**config.mk**
```make
export PLATFORM = sky130hd
export DESIGN_NAME = link_handshake
export DESIGN_NICKNAME = d
export VERILOG_FILES = /design/src/design/link_fsm.v /design/src/design/link_handshake.v
export VERILOG_INCLUDE_DIRS = /design/src /design/src/design
export SDC_FILE = /design/constraint.sdc
export NUM_CORES = 1
export LEC_CHECK = 0
export BUFFER_PORTS_ARGS = -buffer_cell sky130_fd_sc_hd__buf_2
export CAP_MARGIN = 0
export CORE_ASPECT_RATIO = 1.25
export CORE_UTILIZATION = 50
export DETAILED_ROUTE_END_ITERATION = 8
export MAX_ROUTING_LAYER = met4
export PLACE_DENSITY = 0.81
export SKIP_CTS_REPAIR_TIMING = 1
export SKIP_LAST_GASP = 1
export SLEW_MARGIN = 20
export SYNTH_ARGS = -nofsm -noshare
export SYNTH_HDL_FRONTEND = slang
export SYNTH_SLANG_ARGS = --single-unit
```
**constraint.sdc**
```tcl
create_clock -name pclk -period 7.78 [get_ports pclk]
set_input_delay 0 -clock pclk [delete_from_list [all_inputs] [get_ports pclk]]
set_output_delay 0 -clock pclk [all_outputs]
set_load 0.02 [all_outputs]
```
**src/design/link_handshake_defs.vh**
```
`ifndef LINK_HANDSHAKE_DEFS_VH
`define LINK_HANDSHAKE_DEFS_VH

// per-link register block: base + stride * link
`define LINK_STRIDE      12'h010
`define RA_CTL_OFF       4'h0
`define RA_STAT_OFF      4'h4
`define HA_CTL_OFF       4'h8
`define HA_STAT_OFF      4'hc
// link-agent gateway and node info
`define LA_CTL_ADDR      12'h100
`define LA_STAT_ADDR     12'h104
`define NODE_INFO_LO     12'h108
`define NODE_INFO_HI     12'h10c

// gateway control bits
`define CTL_ALLOW_BIT    0
`define CTL_REQ_BIT      1
`define CTL_GO_BIT       2
// gateway status bits
`define STAT_ACK_BIT     0
`define STAT_DRAINED_BIT 1
`define STAT_PCB_BIT     2
// link-agent control / status fields
`define LA_MASK_LSB      0
`define LA_MASK_W        16
`define LA_FWD_REQ_BIT   16
`define LA_FWD_ACK_BIT   0
`define LA_FWD_ST_LSB    1

// forwarding status codes
`define FWD_OFF          2'h0
`define FWD_ACTIVATING   2'h1
`define FWD_RUN          2'h2
`define FWD_DEACTIVATING 2'h3

// reset values
`define CTL_RESET        3'h0
`define LA_MASK_RESET    16'h0000

`endif

```
**src/design/link_fsm.v**
```verilog
`timescale 1ns/1ps
`include "link_handshake_defs.vh"

module link_fsm #(
	parameter CREDITS = 8,
	parameter CNT_W   = 4
) (
	// clock and reset
	input  wire pclk,
	input  wire presetn,
	// software control, both gateways combined
	input  wire allow_all,
	input  wire req_all,
	input  wire req_none,
	input  wire go_all,
	input  wire go_none,
	// remote side, already synchronised
	input  wire remote_ready,
	input  wire remote_grant_ev,
	input  wire remote_return_ev,
	// status and link side
	output reg  ack_q,
	output reg  drained_q,
	output reg  active_q,
	output reg  grant_tgl_q,
	output reg  return_tgl_q
);

	localparam S_DOWN  = 6'b000001;
	localparam S_ACK   = 6'b000010;
	localparam S_UP    = 6'b000100;
	localparam S_RUN   = 6'b001000;
	localparam S_DRAIN = 6'b010000;
	localparam S_DONE  = 6'b100000;

	reg [5:0]       state_q;
	reg [CNT_W-1:0] given_q;
	reg [CNT_W-1:0] held_q;

	// counter step with saturation at both ends
	function [CNT_W-1:0] step;
		input [CNT_W-1:0] v;
		input             inc;
		input             dec;
		begin
			step = v;
			if (inc && !dec && v != {CNT_W{1'b1}})
				step = v + {{(CNT_W-1){1'b0}}, 1'b1};
			else if (dec && !inc && v != {CNT_W{1'b0}})
				step = v - {{(CNT_W-1){1'b0}}, 1'b1};
		end
	endfunction

	wire grant_now  = (state_q == S_RUN) && (given_q < CREDITS[CNT_W-1:0]);
	wire return_now = (state_q == S_DRAIN) && (held_q != {CNT_W{1'b0}});
	wire live       = (state_q == S_RUN) || (state_q == S_DRAIN);

	// handshake sequence and credit bookkeeping
	always @(posedge pclk or negedge presetn)
	begin
		if (!presetn)
		begin
			state_q      <= S_DOWN;
			ack_q        <= 1'b0;
			drained_q    <= 1'b1;
			active_q     <= 1'b0;
			grant_tgl_q  <= 1'b0;
			return_tgl_q <= 1'b0;
			given_q      <= {CNT_W{1'b0}};
			held_q       <= {CNT_W{1'b0}};
		end
		else
		begin
			// remote events only count while the link is live
			given_q <= step(given_q, grant_now, live && remote_return_ev);
			held_q  <= step(held_q, live && remote_grant_ev, return_now);
			if (grant_now)
				grant_tgl_q <= ~grant_tgl_q; // grants only while running
			if (return_now)
				return_tgl_q <= ~return_tgl_q; // hand back remote credits
			case (state_q)
				S_DOWN:
				begin
					active_q <= 1'b0;
					// accept only with the remote side credit-ready
					if (allow_all && req_all && go_none && remote_ready)
					begin
						ack_q   <= 1'b1; // ack first
						state_q <= S_ACK;
					end
				end
				S_ACK:
				begin
					drained_q <= 1'b0; // then drained falls
					state_q   <= S_UP;
				end
				S_UP:
				begin
					if (req_none)
					begin
						ack_q     <= 1'b0;
						drained_q <= 1'b1;
						state_q   <= S_DOWN;
					end
					else if (go_all)
					begin
						active_q <= 1'b1;
						state_q  <= S_RUN; // start granting
					end
				end
				S_RUN:
				begin
					if (req_none)
					begin
						ack_q   <= 1'b0; // link-down accepted
						state_q <= S_DRAIN;
					end
				end
				S_DRAIN:
				begin
					// all own credits back and nothing held
					if (given_q == {CNT_W{1'b0}} && held_q == {CNT_W{1'b0}})
					begin
						drained_q <= 1'b1;
						state_q   <= S_DONE;
					end
				end
				S_DONE:
				begin
					if (go_none)
					begin
						active_q <= 1'b0; // link down, nothing crosses
						state_q  <= S_DOWN;
					end
				end
				default:
				begin
					state_q <= S_DOWN;
				end
			endcase
		end
	end

endmodule // link_fsm

```
**src/design/link_handshake.v**
```verilog
// Decided for this implementation: the register offsets and the APB register port.
`timescale 1ns/1ps
`include "link_handshake_defs.vh"

module link_handshake #(
	parameter NUM_LINKS           = 3,
	parameter CREDITS             = 8,
	parameter CNT_W               = 4,
	parameter PORT_LOGICAL_NUMBER = 16'h0000
) (
	// clock and reset
	input  wire                 pclk,
	input  wire                 presetn,
	// apb slave
	input  wire                 psel,
	input  wire                 penable,
	input  wire                 pwrite,
	input  wire [11:0]          paddr,
	input  wire [31:0]          pwdata,
	output reg                  pready,
	output reg  [31:0]          prdata,
	output reg                  pslverr,
	// local request-agent state
	input  wire [NUM_LINKS-1:0] pending_copyback_flag,
	// remote agent, asynchronous
	input  wire [NUM_LINKS-1:0] remote_ready,
	input  wire [NUM_LINKS-1:0] remote_grant_tgl,
	input  wire [NUM_LINKS-1:0] remote_return_tgl,
	// credit and link outputs
	output wire [NUM_LINKS-1:0] credit_grant_tgl,
	output wire [NUM_LINKS-1:0] credit_return_tgl,
	output wire [NUM_LINKS-1:0] link_active,
	// port forwarding
	output reg  [15:0]          fwd_src_mask,
	output reg                  fwd_enable
);

	// gateway control bits, one bit per link, then the forwarding request and ack
	reg [NUM_LINKS-1:0] ra_allow_q;
	reg [NUM_LINKS-1:0] ra_req_q;
	reg [NUM_LINKS-1:0] ra_go_q;
	reg [NUM_LINKS-1:0] ha_allow_q;
	reg [NUM_LINKS-1:0] ha_req_q;
	reg [NUM_LINKS-1:0] ha_go_q;
	reg                 fwd_req_q;
	reg                 fwd_ack_q;

	// synchronisers for the remote inputs
	reg [NUM_LINKS-1:0] rdy_s1_q;
	reg [NUM_LINKS-1:0] rdy_s2_q;
	reg [NUM_LINKS-1:0] gnt_s1_q;
	reg [NUM_LINKS-1:0] gnt_s2_q;
	reg [NUM_LINKS-1:0] gnt_s3_q;
	reg [NUM_LINKS-1:0] ret_s1_q;
	reg [NUM_LINKS-1:0] ret_s2_q;
	reg [NUM_LINKS-1:0] ret_s3_q;

	wire [NUM_LINKS-1:0] ack;
	wire [NUM_LINKS-1:0] drained;

	// one-cycle event per edge of a remote toggle
	wire [NUM_LINKS-1:0] gnt_ev = gnt_s2_q ^ gnt_s3_q;
	wire [NUM_LINKS-1:0] ret_ev = ret_s2_q ^ ret_s3_q;

	// address decode; unaligned words fall to the refused path
	wire        aligned   = (paddr[1:0] == 2'b00);
	wire        link_area = (paddr[11:8] == 4'h0);
	wire [3:0]  link_idx  = paddr[7:4];
	wire [3:0]  reg_off   = {paddr[3:2], 2'b00};
	wire        link_hit  = link_area && aligned && (link_idx < NUM_LINKS);
	wire        access    = psel && penable;

	reg  [31:0] rdata_d;
	reg         err_d;
	integer     i;
	integer     j;

	// true when address a picks register off of link n
	function link_reg;
		input [11:0] a;
		input integer n;
		input [3:0] off;
		begin
			link_reg = (a[11:8] == 4'h0) && (a[1:0] == 2'b00) && (a[7:4] == n)
				&& ({a[3:2], 2'b00} == off);
		end
	endfunction

	// forwarding state from request and ack
	function [1:0] fwd_code;
		input req;
		input ack;
		begin
			case ({req, ack})
				2'b10:   fwd_code = `FWD_ACTIVATING;
				2'b11:   fwd_code = `FWD_RUN;
				2'b01:   fwd_code = `FWD_DEACTIVATING;
				default: fwd_code = `FWD_OFF;
			endcase
		end
	endfunction

	// read mux and unmapped detection
	always @*
	begin
		rdata_d = 32'h00000000;
		err_d   = 1'b0;
		if (link_hit)
		begin
			for (i = 0; i < NUM_LINKS; i = i + 1)
			begin
				if (link_idx == i)
				begin
					case (reg_off)
						`RA_CTL_OFF:
						begin
							rdata_d[`CTL_ALLOW_BIT] = ra_allow_q[i];
							rdata_d[`CTL_REQ_BIT]   = ra_req_q[i];
							rdata_d[`CTL_GO_BIT]    = ra_go_q[i];
						end
						`RA_STAT_OFF:
						begin
							rdata_d[`STAT_ACK_BIT]     = ack[i];
							rdata_d[`STAT_DRAINED_BIT] = drained[i];
							rdata_d[`STAT_PCB_BIT]     = pending_copyback_flag[i];
						end
						`HA_CTL_OFF:
						begin
							rdata_d[`CTL_ALLOW_BIT] = ha_allow_q[i];
							rdata_d[`CTL_REQ_BIT]   = ha_req_q[i];
							rdata_d[`CTL_GO_BIT]    = ha_go_q[i];
						end
						default:
						begin
							rdata_d[`STAT_ACK_BIT]     = ack[i];
							rdata_d[`STAT_DRAINED_BIT] = drained[i];
						end
					endcase
				end
			end
		end
		else
		begin
			case (paddr)
				`LA_CTL_ADDR:
				begin
					rdata_d[`LA_MASK_LSB+`LA_MASK_W-1:`LA_MASK_LSB] = fwd_src_mask;
					rdata_d[`LA_FWD_REQ_BIT] = fwd_req_q;
				end
				`LA_STAT_ADDR:
				begin
					rdata_d[`LA_FWD_ACK_BIT] = fwd_ack_q;
					// status code from request and ack
					rdata_d[`LA_FWD_ST_LSB+1:`LA_FWD_ST_LSB] = fwd_code(fwd_req_q, fwd_ack_q);
				end
				`NODE_INFO_LO:
				begin
					rdata_d = 32'h00000000;
				end
				`NODE_INFO_HI:
				begin
					rdata_d[15:0] = PORT_LOGICAL_NUMBER[15:0]; // node info [47:32]
				end
				default:
				begin
					err_d = 1'b1;
				end
			endcase
		end
	end

	// apb answer: one wait state, write lands on the pready edge
	always @(posedge pclk or negedge presetn)
	begin
		if (!presetn)
		begin
			pready  <= 1'b0;
			prdata  <= 32'h00000000;
			pslverr <= 1'b0;
		end
		else if (access && !pready)
		begin
			pready  <= 1'b1;
			prdata  <= pwrite ? 32'h00000000 : rdata_d;
			pslverr <= err_d;
		end
		else
		begin
			pready  <= 1'b0;
			prdata  <= 32'h00000000;
			pslverr <= 1'b0;
		end
	end

	wire wr_en = access && pready && pwrite && !pslverr;

	// control register writes
	always @(posedge pclk or negedge presetn)
	begin
		if (!presetn)
		begin
			ra_allow_q   <= {NUM_LINKS{1'b0}};
			ra_req_q     <= {NUM_LINKS{1'b0}};
			ra_go_q      <= {NUM_LINKS{1'b0}};
			ha_allow_q   <= {NUM_LINKS{1'b0}};
			ha_req_q     <= {NUM_LINKS{1'b0}};
			ha_go_q      <= {NUM_LINKS{1'b0}};
			fwd_src_mask <= `LA_MASK_RESET;
			fwd_req_q    <= 1'b0;
		end
		else if (wr_en)
		begin
			for (j = 0; j < NUM_LINKS; j = j + 1)
			begin
				if (link_reg(paddr, j, `RA_CTL_OFF))
				begin
					ra_allow_q[j] <= pwdata[`CTL_ALLOW_BIT];
					ra_req_q[j]   <= pwdata[`CTL_REQ_BIT];
					ra_go_q[j]    <= pwdata[`CTL_GO_BIT];
				end
				if (link_reg(paddr, j, `HA_CTL_OFF))
				begin
					ha_allow_q[j] <= pwdata[`CTL_ALLOW_BIT];
					ha_req_q[j]   <= pwdata[`CTL_REQ_BIT];
					ha_go_q[j]    <= pwdata[`CTL_GO_BIT];
				end
			end
			if (!link_area && paddr == `LA_CTL_ADDR)
			begin
				fwd_src_mask <= pwdata[`LA_MASK_LSB+`LA_MASK_W-1:`LA_MASK_LSB];
				fwd_req_q    <= pwdata[`LA_FWD_REQ_BIT];
			end
		end
	end

	// forwarding ack trails the request by one cycle
	always @(posedge pclk or negedge presetn)
	begin
		if (!presetn)
		begin
			fwd_ack_q  <= 1'b0;
			fwd_enable <= 1'b0;
		end
		else
		begin
			fwd_ack_q  <= fwd_req_q; // walks through activating/deactivating
			fwd_enable <= fwd_req_q && fwd_ack_q;
		end
	end

	// two-flop synchronisers, third stage only for toggle edges
	always @(posedge pclk or negedge presetn)
	begin
		if (!presetn)
		begin
			rdy_s1_q <= {NUM_LINKS{1'b0}};
			rdy_s2_q <= {NUM_LINKS{1'b0}};
			gnt_s1_q <= {NUM_LINKS{1'b0}};
			gnt_s2_q <= {NUM_LINKS{1'b0}};
			gnt_s3_q <= {NUM_LINKS{1'b0}};
			ret_s1_q <= {NUM_LINKS{1'b0}};
			ret_s2_q <= {NUM_LINKS{1'b0}};
			ret_s3_q <= {NUM_LINKS{1'b0}};
		end
		else
		begin
			rdy_s1_q <= remote_ready;
			rdy_s2_q <= rdy_s1_q;
			gnt_s1_q <= remote_grant_tgl;
			gnt_s2_q <= gnt_s1_q;
			gnt_s3_q <= gnt_s2_q;
			ret_s1_q <= remote_return_tgl;
			ret_s2_q <= ret_s1_q;
			ret_s3_q <= ret_s2_q;
		end
	end

	// one handshake engine per link
	genvar g;
	generate
		for (g = 0; g < NUM_LINKS; g = g + 1)
		begin : gen_link
			link_fsm #(
				.CREDITS (CREDITS),
				.CNT_W   (CNT_W)
			) u_fsm (
				.pclk             (pclk),
				.presetn          (presetn),
				.allow_all        (ra_allow_q[g] & ha_allow_q[g]),
				.req_all          (ra_req_q[g] & ha_req_q[g]),
				.req_none         (~ra_req_q[g] & ~ha_req_q[g]),
				.go_all           (ra_go_q[g] & ha_go_q[g]),
				.go_none          (~ra_go_q[g] & ~ha_go_q[g]),
				.remote_ready     (rdy_s2_q[g]),
				.remote_grant_ev  (gnt_ev[g]),
				.remote_return_ev (ret_ev[g]),
				.ack_q            (ack[g]),
				.drained_q        (drained[g]),
				.active_q         (link_active[g]),
				.grant_tgl_q      (credit_grant_tgl[g]),
				.return_tgl_q     (credit_return_tgl[g])
			);
		end
	endgenerate

endmodule // link_handshake

```
==> results of run 1 <==
[tightest hold or removal path: cells and delay by family]
family / cells / cell delay (ns)
compound gates: 1 / 0.16
buf+inv: 1 / 0.11
simple gates: 1 / 0.10
[cell families after synthesis]
group | Yosys count | share of synthesized area, %
fa+ha+maj | 20 | 4.41
buf+inv | 39 | 3.75
xor+xnor | 31 | 4.05
flops | 137 | 51.3
other cells | 1 | 0.0560
simple gates | 199 | 16.7
compound gates | 101 | 10.3
mux | 57 | 9.51
[final timing paths]
check / cells after the start / endpoint
hold reg to reg: 0 / gnt_s2_q[1]$_DFF_PN0_
setup / recovery: 8 / gen_link[2].u_fsm.held_q[3]$_DFFE_PN0P_
min in group asynchronous: 2 / ret_s1_q[2]$_DFF_PN0_
max in group asynchronous: 3 / ret_s1_q[1]$_DFF_PN0_
setup reg to reg: 8 / gen_link[2].u_fsm.held_q[3]$_DFFE_PN0P_
hold / removal: 3 / prdata[2]$_DFF_PN0_
[power groups by stage]
| stage | combinational, mW | sequential [mW] | clock, mW |
|---|---|---|---|
| 4_1_cts | 0.0569 | 0.723 | 0.833 |
| 3_5_place_dp | 0.0564 | 0.736 | 0 |
| 5_1_grt | 0.0767 | 0.723 | 0.871 |
| 2_1_floorplan | 0.0284 | 0.736 | 0 |
| 3_3_place_gp | 0.0550 | 0.736 | 0 |
| 6_report | 0.0701 | 0.723 | 0.831 |
[state kept, by name (all words and copies together), names as in the netlist, 12 cells and up]
name,cells
gen_link.u_fsm.state_q,18
prdata,17
fwd_src_mask,16
gen_link.u_fsm.given_q,12
gen_link.u_fsm.held_q,12
[metal layers]
| layer | vias to the layer above | share of wire (%) | global-route usage [%] |
|---|---|---|---|
| met5 | - | 0 | - |
| met4 | 0 | 1.3 | 7.18 |
| met3 | 20 | 4.2 | 4.66 |
| met2 | 170 | 54 | 38.5 |
| met1 | 2547 | 40 | 26.0 |
| li1 | 2328 | - | - |
[cells in the final DEF, fill, tap and decap left out, types with 4 or more instances in the layout]
master,instances
nand3_1,6
nand4b_1,5
o22ai_1,4
inv_1,6
xor2_1,21
ha_1,14
o21ai_0,32
nand3b_1,4
nor2b_1,14
mux2_2,45
nor4_1,8
nor3b_1,4
o211ai_1,5
dfrtp_1,131
a21oi_1,14
nor2_1,39
inv_8,4
xnor2_1,10
conb_1,15
clkbuf_16,17
and2_1,17
inv_6,7
nand2_1,51
a21o_1,7
fa_1,6
nor3_1,10
dlygate4sd3_1,31
a22oi_1,5
buf_2,89
o31ai_1,4
nand2b_1,9
nor4b_1,4
or4_1,6
dfstp_2,6
mux2i_1,10
[cell type report]
cell class | instances | area, sq um
Fill cell | 972 | 4760
Sequential cell | 137 | 3440
Multi-Input combinational cell | 423 | 3070
Timing Repair Buffer | 123 | 786
Clock buffer | 17 | 425
Tap cell | 168 | 210
Clock inverter | 15 | 179
Inverter | 6 | 22.5
[per-stage QoR]
stage	util [%]	setup slack, ns	cell area [sq um]	power, mW	hold slack (ns)
5_1_grt	63.0	4.58	8130	1.67	0.000188
4_1_cts	60.5	4.87	7800	1.61	-0.425
2_1_floorplan	-	5.09	6750	0.764	-0.296
3_3_place_gp	55.8	5.01	7200	0.791	0.00857
3_5_place_dp	55.8	4.90	7200	0.793	0.0152
6_report	63.0	4.82	8130	1.62	0.00578
==> results.ini, run 1 <==
[floorplan]
die_h_um=131
die-area_sq_um=13900
row_count=46
io_pins=121
die_w_um=106
core-area_sq_um=12900
start_util_pct=52.0

[timing]
setup_viol=0
fmax_ghz=0.338
rsz0062_at_grt=false
relSlewSlack_pct=34.1
tightest_slew_ns=0.986
fin_crit_ns=2.96
period_share_pct=38.0
drv_slew=0
clock_skew_ns=0.00745
finalSetupTns_ns=0
hold_viol_final=0

[placement]
dp_cells=825
port-buffer-count=90
dpl.hpwl_um=10000
gp_congestion=0.894

[power_and_ir_drop]
p_int_mw=1.23
p_seq_share_pct=44.5
clkPwrFrac_pct=51.2
comb_power_share_pct=4.3
leakage_nw=4.02
power_density_nw_per_um2=200
peakVddDrop_v=0.000139
switching_share_pct=24.0
netSwitchingPower_mw=0.390

[global_routing]
grt_start_max_net_pins=76
track_usage_pct=22.3
first_global_vias=5113
antenna_found_initial=0
grt_pass1_wl_um=24100
grt_overflow=0

[worst_setup_path]
crit_start=gen_link[2].u_fsm.state_q[1]$_DFFE_PN0P_
cp_slowest_cell=nor4b_1
crit_chain=nor4b_1 -> nor3b_1 -> o21ai_0 -> ha_1 -> a21o_1 -> a21oi_1 -> mux2i_1 -> xor2_1
critical_path.top_delay_family=simple AND/OR/NAND/NOR gates
crit_buf_inv=0
max_stage_delay_ns=0.66
r2r_start=gen_link[2].u_fsm.state_q[1]$_DFFE_PN0P_
critPathArrivalTime_ns=3.30
crit_type=reg2reg
r2r_slack_ns=4.82
crit_required_ns=8.12
start_kind=flop
endpoint_kind=flop
crit_path_max_fanout=5

[drt]
routed_wirelength_um=15300
initialDrtViolationCount=262
wl_per_cell_um=17.2
firstDrtPassIters=5
drc=0
vias=5065
drt-vias-per-instance=5.70
ant_nets=0

[hold_path]
worstHoldPathType=in2reg
hold_path.startpoint=pwrite

[yosys]
yosysMostFrequentCell=dfrtp_1
synth_edf_count=0
synth_async_sr_flop_share_pct=100
yosysWarnings=0
yosys.area.top_type=dfrtp_1
synth.top_cells.by_area=dfrtp_1 49%, mux2_2 7.6%, nand2_1 2.9%
synth.distinct_cells=68
syn_area_per_cell_sq_um=11.4
synth-seq-cells=137
synth_top_area_share_pct=48.9
syn_inst=585
synth_ff_type=dfrtp_1
synth_common_cells=131 x dfrtp_1, 51 x nand2_1, 45 x mux2_2
synth_area_sq_um=6700
yosysSeqAreaShare_pct=51.3

[cts]
cts-root-buf=clkbuf_16
cts.sinks=137
clk_pin_slew_ns=0.06
cts_tree=built
cts.path.max_buffers=2
clk_latency_ns=0.42
numCtsBuffers=17
htree_levels=4

[outcome]
status=completed

[cells_and_area]
final_nets=789
diodes=0
finalNonFillerCells=889
drive_gt1_share_pct=26.6
syn_to_final_growth_pct=21.4

[job]
cap_violations=0

Note: power is estimated with default switching activity, not from simulation.
==> run 2: changes to the inputs <==
PLACE_DENSITY = 0.84   (was 0.81)
clock period = 2.7 ns   (was 7.78 ns; I/O delays follow)
==> run 2 against run 1 <==
  * Final area is 2.4% higher
  * Power grew to 2.9 times the previous value
  * Final cell count is 2.2% higher
  * Maximum frequency is 10% higher
  * Critical endpoint is now gen_link[1].u_fsm.given_q[3]$_DFFE_PN0P_
==> results.ini, run 2 (synthesis results as in run 1) <==
[drt]
drt-vias-per-instance=5.69  ; -0.13%
ant_nets=0  ; unchanged
drc=0  ; unchanged
firstDrtPassIters=6  ; +1
initialDrtViolationCount=230  ; -12%
wl_per_cell_um=17.3  ; +0.42%
routed_wirelength_um=15700  ; +2.7%
vias=5172  ; +2.1%

[power_and_ir_drop]
power_density_nw_per_um2=561  ; +180%
peakVddDrop_v=0.000587  ; +320%
p_seq_share_pct=44.6  ; about the same
leakage_nw=4.12  ; +2.5%
switching_share_pct=23.9  ; -0.10 points
p_int_mw=3.55  ; +190%
netSwitchingPower_mw=1.12  ; +190%
comb_power_share_pct=4.4  ; about the same
clkPwrFrac_pct=51.0  ; -0.2 points

[cells_and_area]
fill_cells=962  ; -1.0%
final_nets=809  ; +2.5%
fin_area_sq_um=8320  ; +2.4%
top_regs=gen_link.u_fsm.state_q x18, prdata x17, fwd_src_mask x16
post-route-util_pct=64.6  ; +1.5 points
drive_gt1_share_pct=30.0  ; +3.3 points
syn_to_final_growth_pct=24.3
diodes=0  ; unchanged
layout_common_cells=129 x dfrtp_1, 89 x buf_2, 51 x nand2_1
layout.cells.most_common=dfrtp_1
largest_register_ffs=18  ; unchanged
finalNonFillerCells=909  ; +2.2%
top_register=gen_link.u_fsm.state_q

[worst_setup_path]
crit_buf_inv=0  ; unchanged
crit_start=gen_link[1].u_fsm.state_q[1]$_DFFE_PN0P_
max_stage_delay_ns=0.61  ; -0.05 ns
start_kind=flop
crit_required_ns=3.00  ; -5.12 ns
endpoint_kind=flop
crit_chain=or4_1 -> nand2b_1 -> nor2_1 -> nand2_1 -> ha_1 -> a21o_1 -> a21oi_2 -> o21ai_0 -> a22oi_1 -> nand2_1
crit_path_max_fanout=5  ; unchanged
critical_path.top_delay_family=simple AND/OR/NAND/NOR gates
crit_type=reg2reg
cpMostUsedCell=nand2_1
r2r_slack_ns=0.02  ; -4.81 ns
r2r_start=gen_link[1].u_fsm.state_q[1]$_DFFE_PN0P_
cp_slowest_cell=or4_1
critPathArrivalTime_ns=2.99  ; -0.31 ns

[global_routing]
grt_pass1_wl_um=24800  ; +3.0%
grt_overflow=0  ; unchanged
first_global_vias=5210  ; +1.9%
met1_usage_pct=26.7  ; +0.68 points
grt_start_max_net_pins=75  ; -1.3%
grt.busiest_layer=met2
grt_util_met3_pct=4.41  ; -0.25 points
antenna_found_initial=0  ; unchanged
met2_usage_pct=39.5  ; +1.0 points
track_usage_pct=23.2  ; +0.89 points

[cts]
htree_levels=4  ; unchanged
clk_latency_ns=0.42  ; about the same
clk_pin_slew_ns=0.06  ; about the same
cts.sinks=137  ; unchanged
cts_tree=built
cts-root-buf=clkbuf_16
cts.path.max_buffers=2  ; unchanged
numCtsBuffers=17  ; unchanged

[timing]
tightest_slew_ns=0.747  ; -0.239 ns
relSlewSlack_pct=49.5  ; +15 points
fin_crit_ns=2.68  ; -0.275 ns
holdWs_ns=0.0360  ; +0.0302 ns
fmax_ghz=0.373  ; +10%
setup_viol=0  ; unchanged
drv_slew=0  ; unchanged
layout_setup_ws_ns=0.0164  ; -4.81 ns
hold_viol_final=0  ; unchanged
clock_skew_ns=0.00933  ; +0.00188 ns
period_share_pct=99.4  ; +61 points
rsz0062_at_grt=true

[hold_path]
hold_path.startpoint=paddr[6]
worstHoldPathType=in2reg

[placement]
dpl.hpwl_um=10400  ; +3.7%
gp_congestion=0.869  ; -2.8%
dp_cells=846  ; +2.5%
pre_cts_slack_ns=-0.0623  ; -4.96 ns
placed_area_sq_um=7370  ; +2.4%
port-buffer-count=90  ; unchanged

[outcome]
status=completed

[floorplan]
io_pins=121  ; unchanged
die_w_um=106  ; unchanged
die-area_sq_um=13900  ; unchanged
row_count=46  ; unchanged
die_h_um=131  ; unchanged
start_util_pct=52.0  ; unchanged
core-area_sq_um=12900  ; unchanged

[job]
cap_violations=0  ; unchanged

[run 2: worst paths after layout]
check,end,cells past startpoint
worst max-delay path,gen_link[1].u_fsm.given_q[3]$_DFFE_PN0P_,10
worst min-delay path,prdata[2]$_DFF_PN0_,4
worst max register to register,gen_link[1].u_fsm.given_q[3]$_DFFE_PN0P_,10
worst min register to register,gnt_s2_q[0]$_DFF_PN0_,0
max in group asynchronous,gen_link[1].u_fsm.drained_q$_DFFE_PN1P_,3
min in group asynchronous,gen_link[2].u_fsm.held_q[3]$_DFFE_PN0P_,2
[run 2: power groups by stage]
stage	Clock [mW]	Sequential (mW)	Combinational, mW
finish	2.38	2.08	0.204
global route	2.49	2.08	0.225
CTS	2.40	2.08	0.169
detailed placement	0	2.12	0.166
global placement	0	2.12	0.161
floorplan	0	2.12	0.0818
[run 2: worst register-to-register path: cells and delay by family (launching register included)]
kind / cells / cell delay (ns)
adder cells (fa/ha/maj): 1 / 0.33
flip-flops: 1 / 0.41
AND/OR/NAND/NOR: 5 / 1.10
AO/OA/AOI/OAI: 4 / 0.73
[run 2: layout make-up]
type                       instances  area [sq um]  share of cell area (%)
clock buffer                      17           425                    5.11
clock inverter                    15           181                    2.18
inverter                           6          22.5                   0.271
multi-input combinational        423          3100                    37.3
sequential                       137          3440                    41.3
tap                              168           210                    2.53
timing repair buffer             143           942                    11.3
[run 2: metrics by stage]
stage | setup TNS, ns | power (mW)
5_1_grt | -0.125 | 4.80
2_1_floorplan | 0 | 2.20
3_5_place_dp | -0.0623 | 2.29
4_1_cts | -0.0739 | 4.65
6_report | 0 | 4.67
3_3_place_gp | 0 | 2.28
[run 2: routing by layer]
| metal | wire length (um) | vias to the layer above |
|---|---|---|
| met5 | 0 | - |
| met4 | 415 | 0 |
| met3 | 722 | 39 |
| met2 | 8450 | 191 |
| met1 | 6150 | 2586 |
| li1 | - | 2356 |
==> run 3: changes to the inputs <==
CTS_CLUSTER_DIAMETER = 30   (was not set)
PLACE_DENSITY = 0.76   (was 0.84)
==> run 3 against run 2 <==
  * Non-clock buffer count grew 4
  * Final cell count increased by 0.44%
  * Sequential power about the same
  * Combinational power decreased by 2%
  * Final area is essentially flat
  * Clock skew is 0.0034 ns lower
  * Wire length down 5.5%
  * Sequential cell count unchanged
  * Critical endpoint unchanged
==> results.ini, run 3 (synthesis results as in run 1) <==
[outcome]
status=completed

[worst_setup_path]
endpoint_kind=flop
r2r_slack_ns=0.07  ; +0.05 ns
crit_type=reg2reg
crit_buf_inv=1  ; +1
start_kind=flop
critPathArrivalTime_ns=2.94  ; -0.05 ns
crit_chain=or4_4 -> nand2b_1 -> nor2_2 -> nand2_1 -> buf_4 -> ha_1 -> a21oi_2 -> o21ai_0 -> a22oi_1 -> nand2_1
max_stage_delay_ns=0.57  ; -0.04 ns
crit_required_ns=3.00  ; about the same
cp_slowest_cell=or4_4
cpMostUsedCell=nand2_1
crit_path_max_fanout=4  ; -1
critical_path.top_delay_family=simple AND/OR/NAND/NOR gates

[cells_and_area]
layout.cells.most_common=dfrtp_1
drive_gt1_share_pct=30.1  ; +0.11 points
final_nets=813  ; +0.49%
finalNonFillerCells=913  ; +0.44%
top_regs=gen_link.u_fsm.state_q x18, prdata x17, fwd_src_mask x16
top_register=gen_link.u_fsm.state_q
syn_to_final_growth_pct=24.4  ; about the same
layout_common_cells=129 x dfrtp_1, 89 x buf_2, 51 x nand2_1
post-route-util_pct=64.6  ; about the same
diodes=0  ; unchanged
largest_register_ffs=18  ; unchanged

[timing]
finalSetupTns_ns=0  ; unchanged
fmax_ghz=0.380  ; +2.0%
fin_crit_ns=2.63  ; -0.0516 ns
relSlewSlack_pct=43.6  ; -5.9 points
holdWs_ns=0.0591  ; +0.0231 ns
rsz0062_at_grt=true
setup_viol=0  ; unchanged
hold_viol_final=0  ; unchanged
period_share_pct=97.5  ; -1.9 points
clock_skew_ns=0.00594  ; -0.00339 ns
drv_slew=0  ; unchanged
tightest_slew_ns=0.835  ; +0.0880 ns

[floorplan]
die_w_um=106  ; unchanged
row_count=46  ; unchanged
die_h_um=131  ; unchanged
die-area_sq_um=13900  ; unchanged
core-area_sq_um=12900  ; unchanged
io_pins=121  ; unchanged
start_util_pct=52.0  ; unchanged

[cts]
clk_latency_ns=0.43  ; about the same
cts.path.max_buffers=2  ; unchanged
cts.sinks=137  ; unchanged
cts-root-buf=clkbuf_16
numCtsBuffers=17  ; unchanged
htree_levels=4  ; unchanged
clk_pin_slew_ns=0.06  ; about the same
cts_tree=built

[power_and_ir_drop]
finalPower_mw=4.59  ; -1.8%
peakVddDrop_v=0.000565  ; -3.8%
power_density_nw_per_um2=551  ; -1.8%
leakage_nw=4.12  ; -0.12%

[placement]
dp_cells=846  ; unchanged
dpl.hpwl_um=10200  ; -2.0%
gp_congestion=0.915  ; +5.4%
port-buffer-count=90  ; unchanged

[drt]
drc=0  ; unchanged
wl_per_cell_um=16.3  ; -5.9%
routed_wirelength_um=14900  ; -5.5%
drt-vias-per-instance=5.50  ; -3.3%
ant_nets=0  ; unchanged
firstDrtPassIters=4  ; -2
initialDrtViolationCount=190  ; -17%
vias=5022  ; -2.9%

[global_routing]
first_global_vias=5084  ; -2.4%
antenna_found_initial=0  ; unchanged
grt_start_max_net_pins=77  ; +2.7%
grt_pass1_wl_um=23700  ; -4.4%
track_usage_pct=22.5  ; -0.67 points
grt_overflow=0  ; unchanged

[job]
cap_violations=0  ; unchanged

[hold_path]
worstHoldPathType=in2reg

==> run 3: layout make-up <==
class,count,area [sq um]
Tap cell,168,210
Clock inverter,13,145
Multi-Input combinational cell,423,3100
Inverter,6,22.5
Fill cell,980,4560
Timing Repair Buffer,147,972
Sequential cell,137,3440
Clock buffer,19,443
==> run 3: worst paths after layout <==
kind / start / to / depth (start not counted)
max: gen_link[1].u_fsm.state_q[1]$_DFFE_PN0P_ / gen_link[1].u_fsm.given_q[3]$_DFFE_PN0P_ / 10
min in group asynchronous: presetn / gen_link[1].u_fsm.held_q[1]$_DFFE_PN0P_ / 2
min: pwrite / prdata[2]$_DFF_PN0_ / 4
min reg2reg: rdy_s1_q[2]$_DFF_PN0_ / rdy_s2_q[2]$_DFF_PN0_ / 0
max reg2reg: gen_link[1].u_fsm.state_q[1]$_DFFE_PN0P_ / gen_link[1].u_fsm.given_q[3]$_DFFE_PN0P_ / 10
max in group asynchronous: presetn / gen_link[2].u_fsm.held_q[0]$_DFFE_PN0P_ / 3
==> run 3: worst reg2reg max path, stage by stage (launching register included) <==
cell      delay [ns]
dfrtp_1         0.41
or4_4           0.57
nand2b_1        0.19
nor2_2          0.11
nand2_1         0.08
buf_4           0.18
ha_1            0.35
a21oi_2         0.21
o21ai_0         0.12
a22oi_1         0.22
nand2_1         0.08
==> run 3: layer usage <==
| layer | GRT usage (%) | part of all wire [%] |
|---|---|---|
| met1 | 25.6 | 40 |
| met5 | - | 0 |
| met3 | 5.85 | 4.4 |
| met2 | 37.9 | 53 |
| met4 | 9.18 | 2.6 |
==> run 3: metrics by stage <==
step                      setup slack, ns  instance area [sq um]
final                              0.0680                   8330
after global routing              -0.0611                   8330
after CTS                         -0.0603                   7950
after detailed placement         -0.00793                   7370
after floorplan                   0.00931                   6750
after global placement             0.0762                   7370
==> run 3: report_power, final <==
| group | internal (mW) | switching, mW | total [mW] |
|---|---|---|---|
| clock | 1.39 | 0.914 | 2.30 |
| sequential | 2.07 | 0.00981 | 2.08 |
| combinational | 0.0791 | 0.121 | 0.200 |
